===== src/shared/flash_host_cfg.svh =====
/*
 * timing counts, register offsets and field positions for the flash host.
 * assumes a 250 MHz core clock; included by its bare name.
 */
`ifndef FLASH_HOST_CFG_SVH
`define FLASH_HOST_CFG_SVH

`define CLK_MHZ            250
// bus pulse lengths in ns, cycles derived with round up
`define CWC_NS             120
`define WE_LOW_NS          50
`define CWC_CYC            ((`CWC_NS * `CLK_MHZ + 999) / 1000)
`define WE_LOW_CYC         ((`WE_LOW_NS * `CLK_MHZ + 999) / 1000)
`define OE_READ_NS         120
`define OE_READ_CYC        ((`OE_READ_NS * `CLK_MHZ + 999) / 1000)
// protect pulse timings
`define PROT_WE_US         10
`define UNPROT_WE_MS       12
`define OE_SETUP_US        4
`define PROT_WE_CYC        (`PROT_WE_US * `CLK_MHZ)
`define UNPROT_WE_CYC      (`UNPROT_WE_MS * 1000 * `CLK_MHZ)
`define OE_SETUP_CYC       (`OE_SETUP_US * `CLK_MHZ)
// watchdog limits
`define SECT_ERASE_MAX_S   8
`define CHIP_ERASE_MAX_S   24
`define BYTE_PROG_MAX_US   210
`define WORD_PROG_MAX_US   360
`define SECT_ERASE_CYC     (`SECT_ERASE_MAX_S * 1000000 * `CLK_MHZ)
`define CHIP_ERASE_CYC     (`CHIP_ERASE_MAX_S * 36'd1000000 * `CLK_MHZ)
`define BYTE_PROG_CYC      (`BYTE_PROG_MAX_US * `CLK_MHZ)
`define WORD_PROG_CYC      (`WORD_PROG_MAX_US * `CLK_MHZ)

// command cycles
`define UNLOCK_ADDR1       16'h0555
`define UNLOCK_ADDR2       16'h02AA
`define UNLOCK_DATA1       16'h00AA
`define UNLOCK_DATA2       16'h0055
`define PROG_CMD           16'h00A0
`define ERASE_CMD          16'h0080
`define CHIP_ERASE_CMD     16'h0010
`define SECT_ERASE_CMD     16'h0030
`define RESET_CMD          16'h00F0

// status bit positions on the data lines; sector field bit positions on the address lines
`define POLL_BIT           7
`define TOGGLE_BIT         6
`define LIMIT_BIT          5
`define ETIMEOUT_BIT       3
`define SECT_LO_BIT        12
`define SECT_HI_BIT        15

// register offsets
`define REG_CTRL           8'h00
`define REG_ADDR           8'h04
`define REG_DATA           8'h08
`define REG_STATUS         8'h0C
`define REG_IRQ_STAT       8'h10
`define REG_IRQ_EN         8'h14
`define REG_IRQ_CLR        8'h18
`define REG_PULSE          8'h1C

`endif


===== src/shared/flash_host_pkg.sv =====
/*
 * types shared by the flash host controller.
 * assumes nothing beyond the cfg header.
 */
package flash_host_pkg;
	typedef enum logic [2:0] {
		OP_NONE, OP_PROG, OP_CHIP_ERASE, OP_SECT_ERASE,
		OP_RESET, OP_PROTECT, OP_UNPROTECT
	} op_t;

	typedef struct packed {
		logic [16:0] addr;
		logic [15:0] dout;
		logic        dout_oe_n;
		logic        ce_n;
		logic        oe_n;
		logic        we_n;
	} flash_pins_t;
endpackage


===== src/rtl/flash_host.sv =====
/*
 * host controller for a parallel flash with embedded program and erase.
 * assumes an AHB-Lite master on the register side and the flash pins
 * driven straight from here; data inputs come from pins and are synced.
 */
// Our own choices: the AHB-Lite register port and the register offsets.
// Functional notes
// - program starts with AA@555, 55@2AA, A0@555, then address and data.
// - bit 6 toggles on successive reads while busy; host polls it.
// - toggling with bit 5 high means failure; host sends reset command.
// - protect pulse holds write strobe low at least 10 us.
// - unprotect pulse holds write strobe low at least 12 ms.
// - output strobe asserted at least 4 us before write strobe.
`timescale 1ns/10ps
`include "flash_host_cfg.svh"

module flash_host
	import flash_host_pkg::*;
#(
	parameter int unsigned SECT_ERASE_CYC = `SECT_ERASE_CYC,
	parameter logic [35:0] CHIP_ERASE_CYC = `CHIP_ERASE_CYC,
	parameter int unsigned UNPROT_WE_CYC  = `UNPROT_WE_CYC
) (
	input  wire logic        core_clk,
	input  wire logic        rst,
	input  wire logic        hsel,
	input  wire logic [31:0] haddr,
	input  wire logic [1:0]  htrans,
	input  wire logic        hwrite,
	input  wire logic [2:0]  hsize,
	input  wire logic [31:0] hwdata,
	input  wire logic        hready,
	output logic      [31:0] hrdata,
	output logic             hreadyout,
	output logic             hresp,
	output flash_pins_t      pins,
	input  wire logic [15:0] flash_din,
	output logic             irq
);
	typedef enum {
		S_IDLE, S_CMD_SETUP, S_CMD_LOW, S_CMD_HIGH, S_POLL_LOW,
		S_POLL_EVAL, S_PROT_OE, S_PROT_WE, S_PROT_END
	} state_t;

	// ------------------------------------------------------------
	// bus slave
	// ------------------------------------------------------------
	logic [7:0]  a_off;
	logic        a_wr;
	logic        a_vld;
	logic [2:0]  ctrl_op;
	logic        ctrl_word;
	logic [16:0] op_addr;
	logic [15:0] op_data;
	logic [3:0]  irq_stat;
	logic [3:0]  irq_en;
	logic        busy;
	logic        fail;
	logic        start;
	logic [3:0]  ev;

	always_ff @(posedge core_clk or posedge rst) begin
		if (rst) begin
			a_vld <= 1'b0;
			a_wr  <= 1'b0;
			a_off <= 8'h00;
		end else if (hready) begin
			a_vld <= hsel & htrans[1];
			a_wr  <= hwrite;
			a_off <= haddr[7:0];
		end
	end

	always_ff @(posedge core_clk or posedge rst) begin
		if (rst) begin
			ctrl_op   <= 3'h0;
			ctrl_word <= 1'b0;
			op_addr   <= 17'h00000;
			op_data   <= 16'h0000;
			irq_en    <= 4'h0;
			start     <= 1'b0;
			irq_stat  <= 4'h0;
		end else begin
			start <= 1'b0;
			// set wins over a clear in the same cycle
			irq_stat <= ev | (irq_stat &
				~((a_vld && a_wr && a_off == `REG_IRQ_CLR) ?
				hwdata[3:0] : 4'h0));
			if (a_vld && a_wr) begin
				case (a_off)
				// a command write while an operation runs is dropped
				`REG_CTRL: if (!busy && !start) begin
					ctrl_op   <= hwdata[2:0];
					ctrl_word <= hwdata[4];
					start     <= 1'b1;
				end
				`REG_ADDR:   op_addr <= hwdata[16:0];
				`REG_DATA:   op_data <= hwdata[15:0];
				`REG_IRQ_EN: irq_en  <= hwdata[3:0];
				default: ;
				endcase
			end
		end
	end

	logic [31:0] rd_mux;
	logic [15:0] last_read;
	always_comb begin
		case (a_off)
		`REG_CTRL:     rd_mux = {27'h0, ctrl_word, 1'b0, ctrl_op};
		`REG_ADDR:     rd_mux = {15'h0, op_addr};
		`REG_DATA:     rd_mux = {16'h0, op_data};
		`REG_STATUS:   rd_mux = {14'h0, fail, busy, last_read};
		`REG_IRQ_STAT: rd_mux = {28'h0, irq_stat};
		`REG_IRQ_EN:   rd_mux = {28'h0, irq_en};
		default:       rd_mux = 32'h0000_0000;
		endcase
	end

	always_ff @(posedge core_clk or posedge rst) begin
		if (rst) begin
			hrdata    <= 32'h0000_0000;
			hreadyout <= 1'b1;
			hresp     <= 1'b0;
			irq       <= 1'b0;
		end else begin
			hrdata    <= rd_mux;
			hreadyout <= ~(hsel & htrans[1] & hready & ~hwrite);
			hresp     <= 1'b0;
			irq       <= |(irq_stat & irq_en);
		end
	end

	// ------------------------------------------------------------
	// pin sync
	// ------------------------------------------------------------
	logic [15:0] din_s1;
	logic [15:0] din_s2;
	always_ff @(posedge core_clk or posedge rst) begin
		if (rst) begin
			din_s1 <= 16'h0000;
			din_s2 <= 16'h0000;
		end else begin
			din_s1 <= flash_din;
			din_s2 <= din_s1;
		end
	end

	// ------------------------------------------------------------
	// sequencer
	// ------------------------------------------------------------
	function automatic logic [16:0] cmd_addr(input logic [2:0] op,
			input logic [2:0] idx, input logic [16:0] a);
		if (idx == 3'd1 || idx == 3'd4)
			cmd_addr = {1'b0, `UNLOCK_ADDR2};
		else if (idx == 3'd5 || (op == OP_PROG && idx == 3'd3))
			cmd_addr = a;
		else
			cmd_addr = {1'b0, `UNLOCK_ADDR1};
	endfunction

	function automatic logic [15:0] cmd_data(input logic [2:0] op,
			input logic [2:0] idx, input logic [15:0] d);
		case (idx)
		3'd0, 3'd3: cmd_data = (op == OP_PROG && idx == 3'd3) ? d :
			`UNLOCK_DATA1;
		3'd1, 3'd4: cmd_data = `UNLOCK_DATA2;
		3'd2:       cmd_data = (op == OP_PROG) ? `PROG_CMD : `ERASE_CMD;
		default:    cmd_data = (op == OP_CHIP_ERASE) ? `CHIP_ERASE_CMD :
			`SECT_ERASE_CMD;
		endcase
	endfunction

	state_t      st, next_st;
	logic [2:0]  idx, next_idx, last_idx, next_last_idx;
	logic [35:0] cnt, next_cnt, wdog, next_wdog;
	logic        prev_tog, next_prev_tog, first, next_first;
	logic        next_busy, next_fail;
	logic [15:0] next_last_read;
	logic [3:0]  next_ev;
	flash_pins_t next_pins;
	logic [35:0] limit;

	always_comb begin
		case (ctrl_op)
		// host watchdog bounds
		// program limit
		OP_PROG:       limit = ctrl_word ? 36'(`WORD_PROG_CYC) :
			36'(`BYTE_PROG_CYC);
		OP_CHIP_ERASE: limit = 36'(CHIP_ERASE_CYC);
		default:       limit = 36'(SECT_ERASE_CYC);
		endcase
	end

	always_comb begin
		next_st = st; next_idx = idx; next_last_idx = last_idx;
		next_cnt = cnt; next_wdog = wdog; next_prev_tog = prev_tog;
		next_first = first; next_busy = busy; next_fail = fail;
		next_last_read = last_read; next_ev = 4'h0; next_pins = pins;
		if (st == S_POLL_LOW || st == S_POLL_EVAL)
			next_wdog = wdog + 36'd1;
		case (st)
		S_IDLE: if (start) begin
			next_busy = 1'b1; next_fail = 1'b0; next_idx = 3'd0;
			next_first = 1'b1; next_wdog = 36'd0; next_cnt = 36'd0;
			case (ctrl_op)
			OP_PROG:       begin next_last_idx = 3'd3;
				next_st = S_CMD_SETUP; end
			OP_CHIP_ERASE: begin next_last_idx = 3'd5;
				next_st = S_CMD_SETUP; end
			OP_SECT_ERASE: begin next_last_idx = 3'd5;
				next_st = S_CMD_SETUP; end
			OP_RESET:      begin next_last_idx = 3'd6;
				next_st = S_CMD_SETUP; end
			OP_PROTECT, OP_UNPROTECT: begin
				next_pins.addr = op_addr; next_pins.ce_n = 1'b0;
				next_pins.oe_n = 1'b0; next_st = S_PROT_OE; end
			default: next_busy = 1'b0;
			endcase
		end
		S_CMD_SETUP: begin
			next_pins.addr = (last_idx == 3'd6) ? {1'b0, `UNLOCK_ADDR1} :
				cmd_addr(ctrl_op, idx, op_addr);
			next_pins.dout = (last_idx == 3'd6) ? `RESET_CMD :
				cmd_data(ctrl_op, idx, op_data);
			next_pins.dout_oe_n = 1'b0; next_pins.ce_n = 1'b0;
			next_pins.we_n = 1'b0; next_cnt = 36'd0; next_st = S_CMD_LOW;
		end
		S_CMD_LOW: begin
			next_cnt = cnt + 36'd1;
			if (cnt == 36'(`WE_LOW_CYC - 1)) begin
				next_pins.we_n = 1'b1; next_cnt = 36'd0;
				next_st = S_CMD_HIGH;
			end
		end
		S_CMD_HIGH: begin
			next_cnt = cnt + 36'd1;
			if (cnt == 36'(`CWC_CYC - `WE_LOW_CYC)) begin
				next_pins.dout_oe_n = 1'b1; next_pins.ce_n = 1'b1;
				next_cnt = 36'd0; next_idx = idx + 3'd1;
				if (idx == last_idx || last_idx == 3'd6) begin
					next_st = (last_idx == 3'd6) ? S_IDLE : S_POLL_LOW;
					next_busy = (last_idx != 3'd6);
					if (last_idx == 3'd6) next_ev[0] = 1'b1;
					next_pins.addr = op_addr;
				end else next_st = S_CMD_SETUP;
			end
		end
		S_POLL_LOW: begin
			next_pins.ce_n = 1'b0; next_pins.oe_n = 1'b0;
			next_cnt = cnt + 36'd1;
			if (cnt == 36'(`OE_READ_CYC + 2)) begin
				next_pins.oe_n = 1'b1; next_pins.ce_n = 1'b1;
				next_last_read = din_s2; next_cnt = 36'd0;
				next_st = S_POLL_EVAL;
			end
		end
		S_POLL_EVAL: begin
			next_first = 1'b0; next_prev_tog = last_read[`TOGGLE_BIT];
			next_st = S_POLL_LOW;
			if (!first && last_read[`TOGGLE_BIT] == prev_tog) begin
				next_busy = 1'b0; next_st = S_IDLE;
				if ((ctrl_op == OP_PROG &&
					last_read[`POLL_BIT] != op_data[`POLL_BIT]) ||
					(ctrl_op != OP_PROG && !last_read[`POLL_BIT])) begin
					next_fail = 1'b1; next_ev[1] = 1'b1;
				end else next_ev[0] = 1'b1;
			end else if ((!first && last_read[`LIMIT_BIT]) ||
				wdog >= limit) begin
				next_fail = 1'b1; next_ev[2] = 1'b1;
				next_last_idx = 3'd6; next_st = S_CMD_SETUP;
			end
			// time-out bit is status only while still toggling
			if (last_read[`ETIMEOUT_BIT] && next_st != S_IDLE)
				next_ev[3] = 1'b1;
		end
		S_PROT_OE: begin
			next_cnt = cnt + 36'd1;
			if (cnt == 36'(`OE_SETUP_CYC)) begin
				next_pins.we_n = 1'b0; next_cnt = 36'd0;
				next_st = S_PROT_WE;
			end
		end
		S_PROT_WE: begin
			next_cnt = cnt + 36'd1;
			if (cnt == ((ctrl_op == OP_UNPROTECT) ?
				36'(UNPROT_WE_CYC) : 36'(`PROT_WE_CYC))) begin
				next_pins.we_n = 1'b1; next_st = S_PROT_END;
			end
		end
		S_PROT_END: begin
			next_pins.oe_n = 1'b1; next_pins.ce_n = 1'b1;
			next_busy = 1'b0; next_ev[0] = 1'b1; next_st = S_IDLE;
		end
		default: next_st = S_IDLE;
		endcase
	end

	always_ff @(posedge core_clk or posedge rst) begin
		if (rst) begin
			st <= S_IDLE; idx <= 3'd0; last_idx <= 3'd0;
			cnt <= 36'd0; wdog <= 36'd0; prev_tog <= 1'b0;
			first <= 1'b1; busy <= 1'b0; fail <= 1'b0;
			last_read <= 16'h0000; ev <= 4'h0;
			pins <= '{addr: 17'h00000, dout: 16'h0000, dout_oe_n: 1'b1,
				ce_n: 1'b1, oe_n: 1'b1, we_n: 1'b1};
		end else begin
			st <= next_st; idx <= next_idx; last_idx <= next_last_idx;
			cnt <= next_cnt; wdog <= next_wdog; prev_tog <= next_prev_tog;
			first <= next_first; busy <= next_busy; fail <= next_fail;
			last_read <= next_last_read; ev <= next_ev; pins <= next_pins;
		end
	end
endmodule // flash_host


===== config.mk =====
export PLATFORM = sky130hd
export DESIGN_NAME = flash_host
export DESIGN_NICKNAME = d
export VERILOG_FILES = /design/src/shared/flash_host_pkg.sv /design/src/rtl/flash_host.sv
export VERILOG_INCLUDE_DIRS = /design/src /design/src/shared
export SDC_FILE = /design/constraint.sdc
export NUM_CORES = 1
export LEC_CHECK = 0
export BUFFER_PORTS_ARGS = -buffer_cell sky130_fd_sc_hd__buf_4
export CAP_MARGIN = 20
export CORE_ASPECT_RATIO = 1.5
export CORE_UTILIZATION = 30
export DETAILED_ROUTE_END_ITERATION = 10
export PLACE_DENSITY = 0.48
export SLEW_MARGIN = 20
export SYNTH_ARGS = -nofsm -noshare
export SYNTH_HDL_FRONTEND = slang
export SYNTH_SLANG_ARGS = --single-unit

===== constraint.sdc =====
create_clock -name core_clk -period 12.4 [get_ports core_clk]
set_clock_uncertainty 0.15 [all_clocks]
set_input_delay 2.48 -clock core_clk [delete_from_list [all_inputs] [get_ports core_clk]]
set_output_delay 2.48 -clock core_clk [all_outputs]
set_load 0.005 [all_outputs]

* Word level (Yosys, flattened, before mapping) *
Cells that the tools add are included.

storage, ports and cells
  register bits after elaboration = 293
  logic and storage cells = 240
  output and inout bits = 72

cells by class
  mux-type cells = 86
  order comparisons = 1
  bitwise logic cells = 9
  reduce and logical (&&, ||, !) cells = 56
  eq/ne operators = 53
  $add $sub $neg = 3

operators by type and width
  cell                                             number
  two-way mux 36 bit                               8
  one-hot mux 32 bit (8 select lines)              1
  one-hot mux 36 bit (7 select lines)              1
  two-way mux 32 bit                               7
  two-way mux 17 bit                               8
  == test 32 x 3 -> 1 bit, second input constant   4
  one-hot mux 18 bit (6 select lines)              1
  == test 32 x 4 -> 1 bit, second input constant   3
  adder 36 x 1 -> 36 bit, second input constant    2
  one-hot mux 33 bit (2 select lines)              1
  == test 32 x 2 -> 1 bit, second input constant   2
  one-hot mux 32 bit (2 select lines)              1
  one-hot mux 17 bit (3 select lines)              1
  one-hot mux 16 bit (3 select lines)              1
  == test 36 x 10 -> 1 bit, second input constant  1
  == test 36 x 22 -> 1 bit                         1
  == test 36 x 4 -> 1 bit, second input constant   1
  == test 36 x 5 -> 1 bit, second input constant   1
  == test 36 x 6 -> 1 bit, second input constant   1
  >= comparator 36 bit                             1
  == test 32 x 1 -> 1 bit, second input constant   1
  zero test 32 bit                                 1
  two-way mux 16 bit                               2
  nonzero test 32 bit                              1
  other kinds (51)                                 156

* Logic depth before layout (Yosys ltp) *
Gate-level depths: netlist of the first run.

  depth after elaboration = 11
  depth in mapped cells = 13

* Worst setup path before layout of the first run *
Ideal clock, no wire load.

  path type = reg-to-reg
  from = reg ctrl_op[0]
  to = reg last_idx[0]
  path slack = 8.778 ns
  data arrival time = 3.349 ns
  stages on the path, launching flop included = 11
  required time = 12.126 ns
  setup time = 0.124 ns
  path through = dfrtp_1 -> clkbuf_1 -> nor3b_1 -> inv_1 -> o21ai_0 -> ha_1 -> nor4bb_1 -> a31oi_1 -> o32ai_1 -> nor3b_1 -> a211o_1

between the ends
  longest elaborated chain between the ends = 6
  elaborated cells on any way between the ends = 14

ends and longest elaborated chain
  item                                                                     line                                  source
  start, declared                                                          flash_host.sv:51                      logic [2:0] ctrl_op;
  start signal, assigned                                                   flash_host.sv:93                      ctrl_op <= hwdata[2:0];
  == test 3 x 2 -> 1 bit / == test 3 x 1 -> 1 bit (equally long branches)  flash_host.sv:185, flash_host.sv:206
  one-hot mux 33 bit (2 select lines)                                      flash_host.sv:185                     case (ctrl_op)
  >= comparator 36 bit                                                     flash_host.sv:269                     wdog >= limit) begin
  logical OR 1 bit                                                         flash_host.sv:268                     end else if ((!first && last_read[`LIMIT_BIT]) ||
  != test 2 bit (no source line)                                           --
  AND reduction 5 bit (no source line)                                     --
  end signal, assigned                                                     flash_host.sv:308                     st <= next_st; idx <= next_idx; last_idx <= next_last_idx;
  end, declared                                                            flash_host.sv:175                     logic [2:0] idx, next_idx, last_idx, next_last_idx;

Several ways; a longest one is shown, not always the timed one. The select of a mux whose other input is x is not followed.
A chain may end at the register's enable or synchronous reset.

==> out/qor.tcl, run 1 <==
set qor(synth.area.mux_share) 0.08474
set qor(pin_count) 162
set qor(worstSetupEndpointType) {async pin}
set qor(synthAdderAreaFrac) 0.03303
set qor(power_per_cell_area_nw_per_um2) 153.9
set qor(cp_max_fo) 119
set qor(port_buffers) 103
set qor(area_delta_synth_final_pct) 17.16
set qor(rr_startpoint) {ctrl_op[2]}
set qor(postPlaceCellArea_um2) 13350
set qor(synth_top_cell_area_share) 0.5057
set qor(max_cap_viols) 0
set qor(synth_compound_area_frac) 0.09206
set qor(ys_warn_count) 0
set qor(drt-initial-drc-count) 598
set qor(routed_wirelength_um) 30700
set qor(post_drt_wl_per_cell_um) 17.47
set qor(hpwl_dp_um) 21690
set qor(combinational_family_with_the_most_area_after_synthesis) {simple AND/OR/NAND/NOR gates}
set qor(syn-instance-count) 1148
set qor(numClockSinks) 251
set qor(die-width_um) 166.1
set qor(via_count_of_the_first_global_routing_pass) 8867
set qor(unrepaired_setup_endpoints_after_global_routing) {no}
set qor(clk_pin_slew_ns) 0.06
set qor(worst_ep_arrival_time_ns) 4.95
set qor(synth_sequential_area_ratio) 0.5187
set qor(worstSetupPathType) {in -> async}
set qor(chipHeight_um) 248.2
set qor(via_count) 8741
set qor(dp_worst_setup_slack_ns) 7.123
set qor(postCtsResizedCells) 0
set qor(synthesis.area_per_instance_um2) 10.56
set qor(std_cell_rows) 89
set qor(timing.hold.worst.class) {reg -> reg}
set qor(final_area_um2) 14200
set qor(worst_setup_path_start_kind) {primary input}
set qor(max-clock-path-buffers) 3
set qor(status) {finished, violations left}
set qor(mostFrequentLayoutCells) {dfrtp_1, buf_4, nor2_1}
set qor(mostFrequentLayoutCell) {dfrtp_1}
set qor(ant_nets) 0
set qor(antenna_cells_inserted) 0
set qor(clock_insertion_delay_worst_skew_ns) 0.53
set qor(setup-tns-final_ns) 0
set qor(finalCoreUtilization) 0.3593
set qor(synth_area_um2) 12120
set qor(number_of_flops_mapped_to_enable_cells_by_yosys) 0
set qor(fin_crit_ns) 4.559
set qor(synth.ff_latch_count) 251
set qor(holdCritStartpoint) {din_s1[15]}
set qor(grt_max_degree) 120
set qor(gr_util_all_layers) 0.1510
set qor(max_freq_ghz) 0.2194
set qor(fin_cells) 1757
set qor(final_net_count) 1361
set qor(timing.final.ws_setup_ns) 7.841
set qor(detail_route.first_pass.iterations) 8
set qor(hold_buffers) 0
set qor(critPathLaunch) {rst}
set qor(report.final.hold_viol_count) 0
set qor(grt_first_pass_wirelength_um) 49650
set qor(vias_per_cell) 4.975
set qor(synth.largest_area_cell) {dfrtp_1}
set qor(synthSimpleGateAreaFrac) 0.1798
set qor(synth.lib_cells_used.distinct) 73
set qor(synth_ff_type) {dfrtp_1}
set qor(cts.root.buffer_cell) {clkbuf_16}
set qor(dp.cells) 1710
set qor(core-area_um2) 39530
set qor(ir_drop_v) 0.00009303
set qor(initial_utilization) 0.3067
set qor(violated_checks) {DRC}
set qor(leakage_nw) 6.719
set qor(numCtsBuffers) 26
set qor(remaining_drc_errors) 16
set qor(synth.area.top_cells) {dfrtp_1, mux2_2, ha_1}
set qor(r2r_slack_ns) 8.41
set qor(timing.final.setup_violations) 0
set qor(async_flop_share) 1.000
set qor(cp.required_ns) 12.79
set qor(overflow) 0
set qor(cts.repair_timing.setup_buffer_count) 0
set qor(synth_xor_area_frac) 0.04624
set qor(timing_worst_slew_pin_value_ns) 1.029
set qor(finalWeightedCongestion) 0.8097
set qor(timing_max_transition_violations_final) 0
set qor(post-route-period-util) 0.3676
set qor(die-area_um2) 41230
set qor(final_layout_size_suffix_gt1_frac) 0.2013
set qor(tritoncts_clock_tree) {yes}
set qor(grt_antenna_before_repair) 0
set qor(cts_max_level) 1
set qor(worst_slew_margin_rel) 0.3080
## cells by family after synthesis
group,Yosys count
buf+inv,121
simple gates,422
other cells,1
mux,94
compound gates,163
xor+xnor,64
fa+ha+maj,32
flops,251
## critical path: stages
cell and delay [ns]:
buf_4 0.13, inv_8 0.54, buf_4 0.73, buf_4 0.83
## power by group
part | total, mW | switching [mW] | internal [mW]
registers | 0.967 | 0.0796 | 0.888
clock network | 0.772 | 0.330 | 0.442
logic | 0.447 | 0.256 | 0.191
total | 2.19 | 0.665 | 1.52
## cell usage after synthesis (all sizes together), types with 4 or more instances
| master | number |
|---|---|
| a22o | 10 |
| and4 | 9 |
| or4 | 7 |
| o21ai | 35 |
| nand4 | 27 |
| o31ai | 4 |
| a2111oi | 5 |
| mux2i | 25 |
| a211oi | 5 |
| nand4b | 5 |
| nor2b | 6 |
| and2 | 12 |
| o21bai | 5 |
| buf | 26 |
| nand2 | 99 |
| ha | 32 |
| o41ai | 4 |
| o211ai | 4 |
| o22ai | 8 |
| nor3b | 7 |
| a22oi | 17 |
| nand3 | 36 |
| mux2 | 69 |
| xor2 | 31 |
| dfstp | 6 |
| a21oi | 31 |
| a21o | 6 |
| a221o | 6 |
| xnor2 | 33 |
| nor2 | 103 |
| dfrtp | 245 |
| nor4 | 20 |
| a222oi | 5 |
| a31oi | 4 |
| clkbuf | 41 |
| nor3 | 42 |
| inv | 54 |
| and3 | 22 |
| or3 | 9 |
## area by class of cell
class                           instances  area, um^2
Tap cell                              500       625.6
Clock inverter                         12       96.34
Multi-Input combinational cell        790        5363
Timing Repair Buffer                  116       878.3
Clock buffer                           34       742.0
Fill cell                            3986       25330
Sequential cell                       251        6289
Inverter                               54       210.2
## path summary, 6_finish.rpt
check,endpoint,cells past startpoint
worst max-delay path,op_addr[11],4
worst min-delay path,din_s2[15],0
worst max register to register,last_idx[1],10
worst min register to register,din_s2[15],0
max in group core_clk,last_idx[1],10
min in group asynchronous,din_s1[6],2
## flip-flops by register name, indices dropped and copies added (netlist names), 3 cells and up
| name | flops |
|---|---|
| pins | 37 |
| cnt | 36 |
| wdog | 36 |
| hrdata | 18 |
| op_addr | 17 |
| din_s1 | 16 |
| din_s2 | 16 |
| last_read | 16 |
| op_data | 16 |
| a_off | 8 |
| ev | 4 |
| irq_en | 4 |
| irq_stat | 4 |
| st | 4 |
| ctrl_op | 3 |
| idx | 3 |
| last_idx | 3 |
## stage by stage
stage                     power, mW  hold WS [ns]
after CTS                     2.217        0.1953
final                         2.186        0.1967
after global placement        1.421        0.1815
after detailed placement      1.429        0.1847
after global routing          2.311        0.2018
after floorplan               1.273        0.1812
## layer usage
| layer | share of wire | wire, um | track usage | vias to the layer above |
|---|---|---|---|---|
| li1 | - | - | - | 4234 |
| met5 | 0 | 0 | 0 | - |
| met2 | 0.53 | 16420 | 0.2872 | 164 |
| met3 | 0.034 | 1056 | 0.01684 | 46 |
| met4 | 0.028 | 863 | 0.05690 | 0 |
| met1 | 0.40 | 12360 | 0.1731 | 4297 |
No activity file was read; power rests on OpenSTA's default activity.
==> run 2: changes to the inputs <==
PLACE_DENSITY = 0.5   (was 0.48)
clock period = 3.9 ns   (was 12.4 ns; I/O delays follow)
==> out/qor.tcl, run 2 (same netlist as run 1, synthesis figures left out) <==
set qor(core-area_um2) 39530
set qor(finalWeightedCongestion) 0.8023
set qor(postCtsResizedCells) 0
set qor(clk_pin_slew_ns) 0.06
set qor(numCtsBuffers) 26
set qor(die-area_um2) 41230
set qor(max-clock-path-buffers) 3
set qor(grt_first_pass_wirelength_um) 49910
set qor(std_cell_rows) 89
set qor(cts_max_level) 1
set qor(final_net_count) 1385
set qor(path_buf_inv) 2
set qor(unrepaired_setup_endpoints_after_global_routing) {no}
set qor(grt_antenna_before_repair) 0
set qor(grt_max_degree) 108
set qor(via_count) 8893
set qor(post-route-period-util) 0.8713
set qor(postPlaceCellArea_um2) 13550
set qor(power_per_cell_area_nw_per_um2) 494.7
set qor(drt-initial-drc-count) 593
set qor(status) {finished, violations left}
set qor(worst_path_dominant_cell_family) {compound AO/OA/AOI/OAI gates}
set qor(count_of_fill_cells_added_during_filler_insertion) 3932
set qor(overflow) 0
set qor(cp_cell_sequence) {nor3b_1, buf_4, inv_1, nand2_1, ha_1, a2111oi_0, nor3_1, o41ai_1, a21oi_1, nor4b_1, a211o_1}
set qor(leakage_nw) 6.867
set qor(timing.final.setup_violations) 0
set qor(final_area_um2) 14460
set qor(remaining_drc_errors) 15
set qor(mostFrequentLayoutCells) {dfrtp_1, buf_4, nor2_1}
set qor(area_delta_synth_final_pct) 19.30
set qor(worstSetupEndpointType) {flip-flop}
set qor(hold_buffers) 0
set qor(top_regs) {pins x37, cnt x36, wdog x36}
set qor(tritoncts_clock_tree) {yes}
set qor(numClockSinks) 251
set qor(cts.root.buffer_cell) {clkbuf_16}
set qor(worst_slew_margin_rel) 0.2752
set qor(clock_insertion_delay_worst_skew_ns) 0.54
set qor(crit_slowest_cell) {a2111oi_0}
set qor(port_buffers) 103
set qor(finalCoreUtilization) 0.3658
set qor(fin_crit_ns) 3.398
set qor(worst_ep_arrival_time_ns) 3.73
set qor(pin_count) 162
set qor(die-width_um) 166.1
set qor(regMostFlops) {pins}
set qor(post_drt_wl_per_cell_um) 17.18
set qor(cts.repair_timing.setup_buffer_count) 0
set qor(final_layout_size_suffix_gt1_frac) 0.2168
set qor(gr_util_all_layers) 0.1510
set qor(worstSetupPathType) {reg -> reg}
set qor(largest_register_ffs) 37
set qor(max_cap_viols) 0
set qor(antenna_cells_inserted) 0
set qor(mostFrequentLayoutCell) {dfrtp_1}
set qor(violated_checks) {DRC}
set qor(via_count_of_the_first_global_routing_pass) 9134
set qor(setup-tns-final_ns) 0
set qor(fin_total_pwr_mw) 7.155
set qor(vias_per_cell) 4.990
set qor(routed_wirelength_um) 30610
set qor(initial_utilization) 0.3067
set qor(hpwl_dp_um) 22080
set qor(chipHeight_um) 248.2
set qor(max_freq_ghz) 0.2943
set qor(ir_drop_v) 0.0003700
set qor(report.final.hold_viol_count) 0
set qor(cp.required_ns) 4.24
set qor(final.hold.worst_slack_ns) 0.1897
set qor(timing_worst_slew_pin_value_ns) 1.076
set qor(critical_path.max_stage_delay_ns) 0.46
set qor(timing.hold.worst.class) {in -> async}
set qor(timing_max_transition_violations_final) 0
set qor(detail_route.first_pass.iterations) 8
set qor(worst_setup_path_start_kind) {flip-flop}
set qor(cp_max_fo) 8
set qor(ant_nets) 0
run 2: area by class of cell:
cell class                      instances  area [um^2]  area share
Timing Repair Buffer                  140         1076     0.07440
Multi-Input combinational cell        790         5350      0.3699
Clock buffer                           31        720.7     0.04983
Inverter                               54        206.4     0.01427
Tap cell                              500        625.6     0.04326
Sequential cell                       251         6289      0.4348
Clock inverter                         16        195.2     0.01350
run 2: path summary, 6_finish.rpt:
check | startpoint | end | cells after the start | slack (ns)
max in group asynchronous | rst | cnt[14] | 3 | 2.40
worst max-delay path | ctrl_op[0] | last_idx[0] | 11 | 0.50
min in group core_clk | flash_din[7] | din_s1[7] | 1 | 0.19
worst max register to register | ctrl_op[0] | last_idx[0] | 11 | 0.50
worst min register to register | din_s1[5] | din_s2[5] | 0 | 0.20
worst min-delay path | rst | last_read[0] | 2 | 0.19
run 2: stage by stage:
step	instances	setup WS (ns)
global route	1782	0.1646
detailed placement	1735	0.5202
CTS	1782	0.4986
finish	1782	0.5019
floorplan	1162	-0.3268
global placement	1735	0.5141
run 2: worst reg2reg max path, cell delays in order, from the launching register on:
cell and delay [ns]:
dfrtp_1 0.37, nor3b_1 0.16, buf_4 0.17, inv_1 0.27, nand2_1 0.26, ha_1 0.25
a2111oi_0 0.46, nor3_1 0.10, o41ai_1 0.40, a21oi_1 0.27, nor4b_1 0.35, a211o_1 0.14
run 2: layer usage:
metal,routed length (um),vias up,global-route usage
met3,934,60,0.01652
met4,1054,0,0.06157
met2,16600,148,0.2925
li1,-,4280,-
met1,12020,4405,0.1672
met5,0,-,0
run 2: report_power, final:
part           switching (mW)  internal [mW]
clock                    1.08           1.59
combinational           0.845          0.613
sequential              0.213           2.82
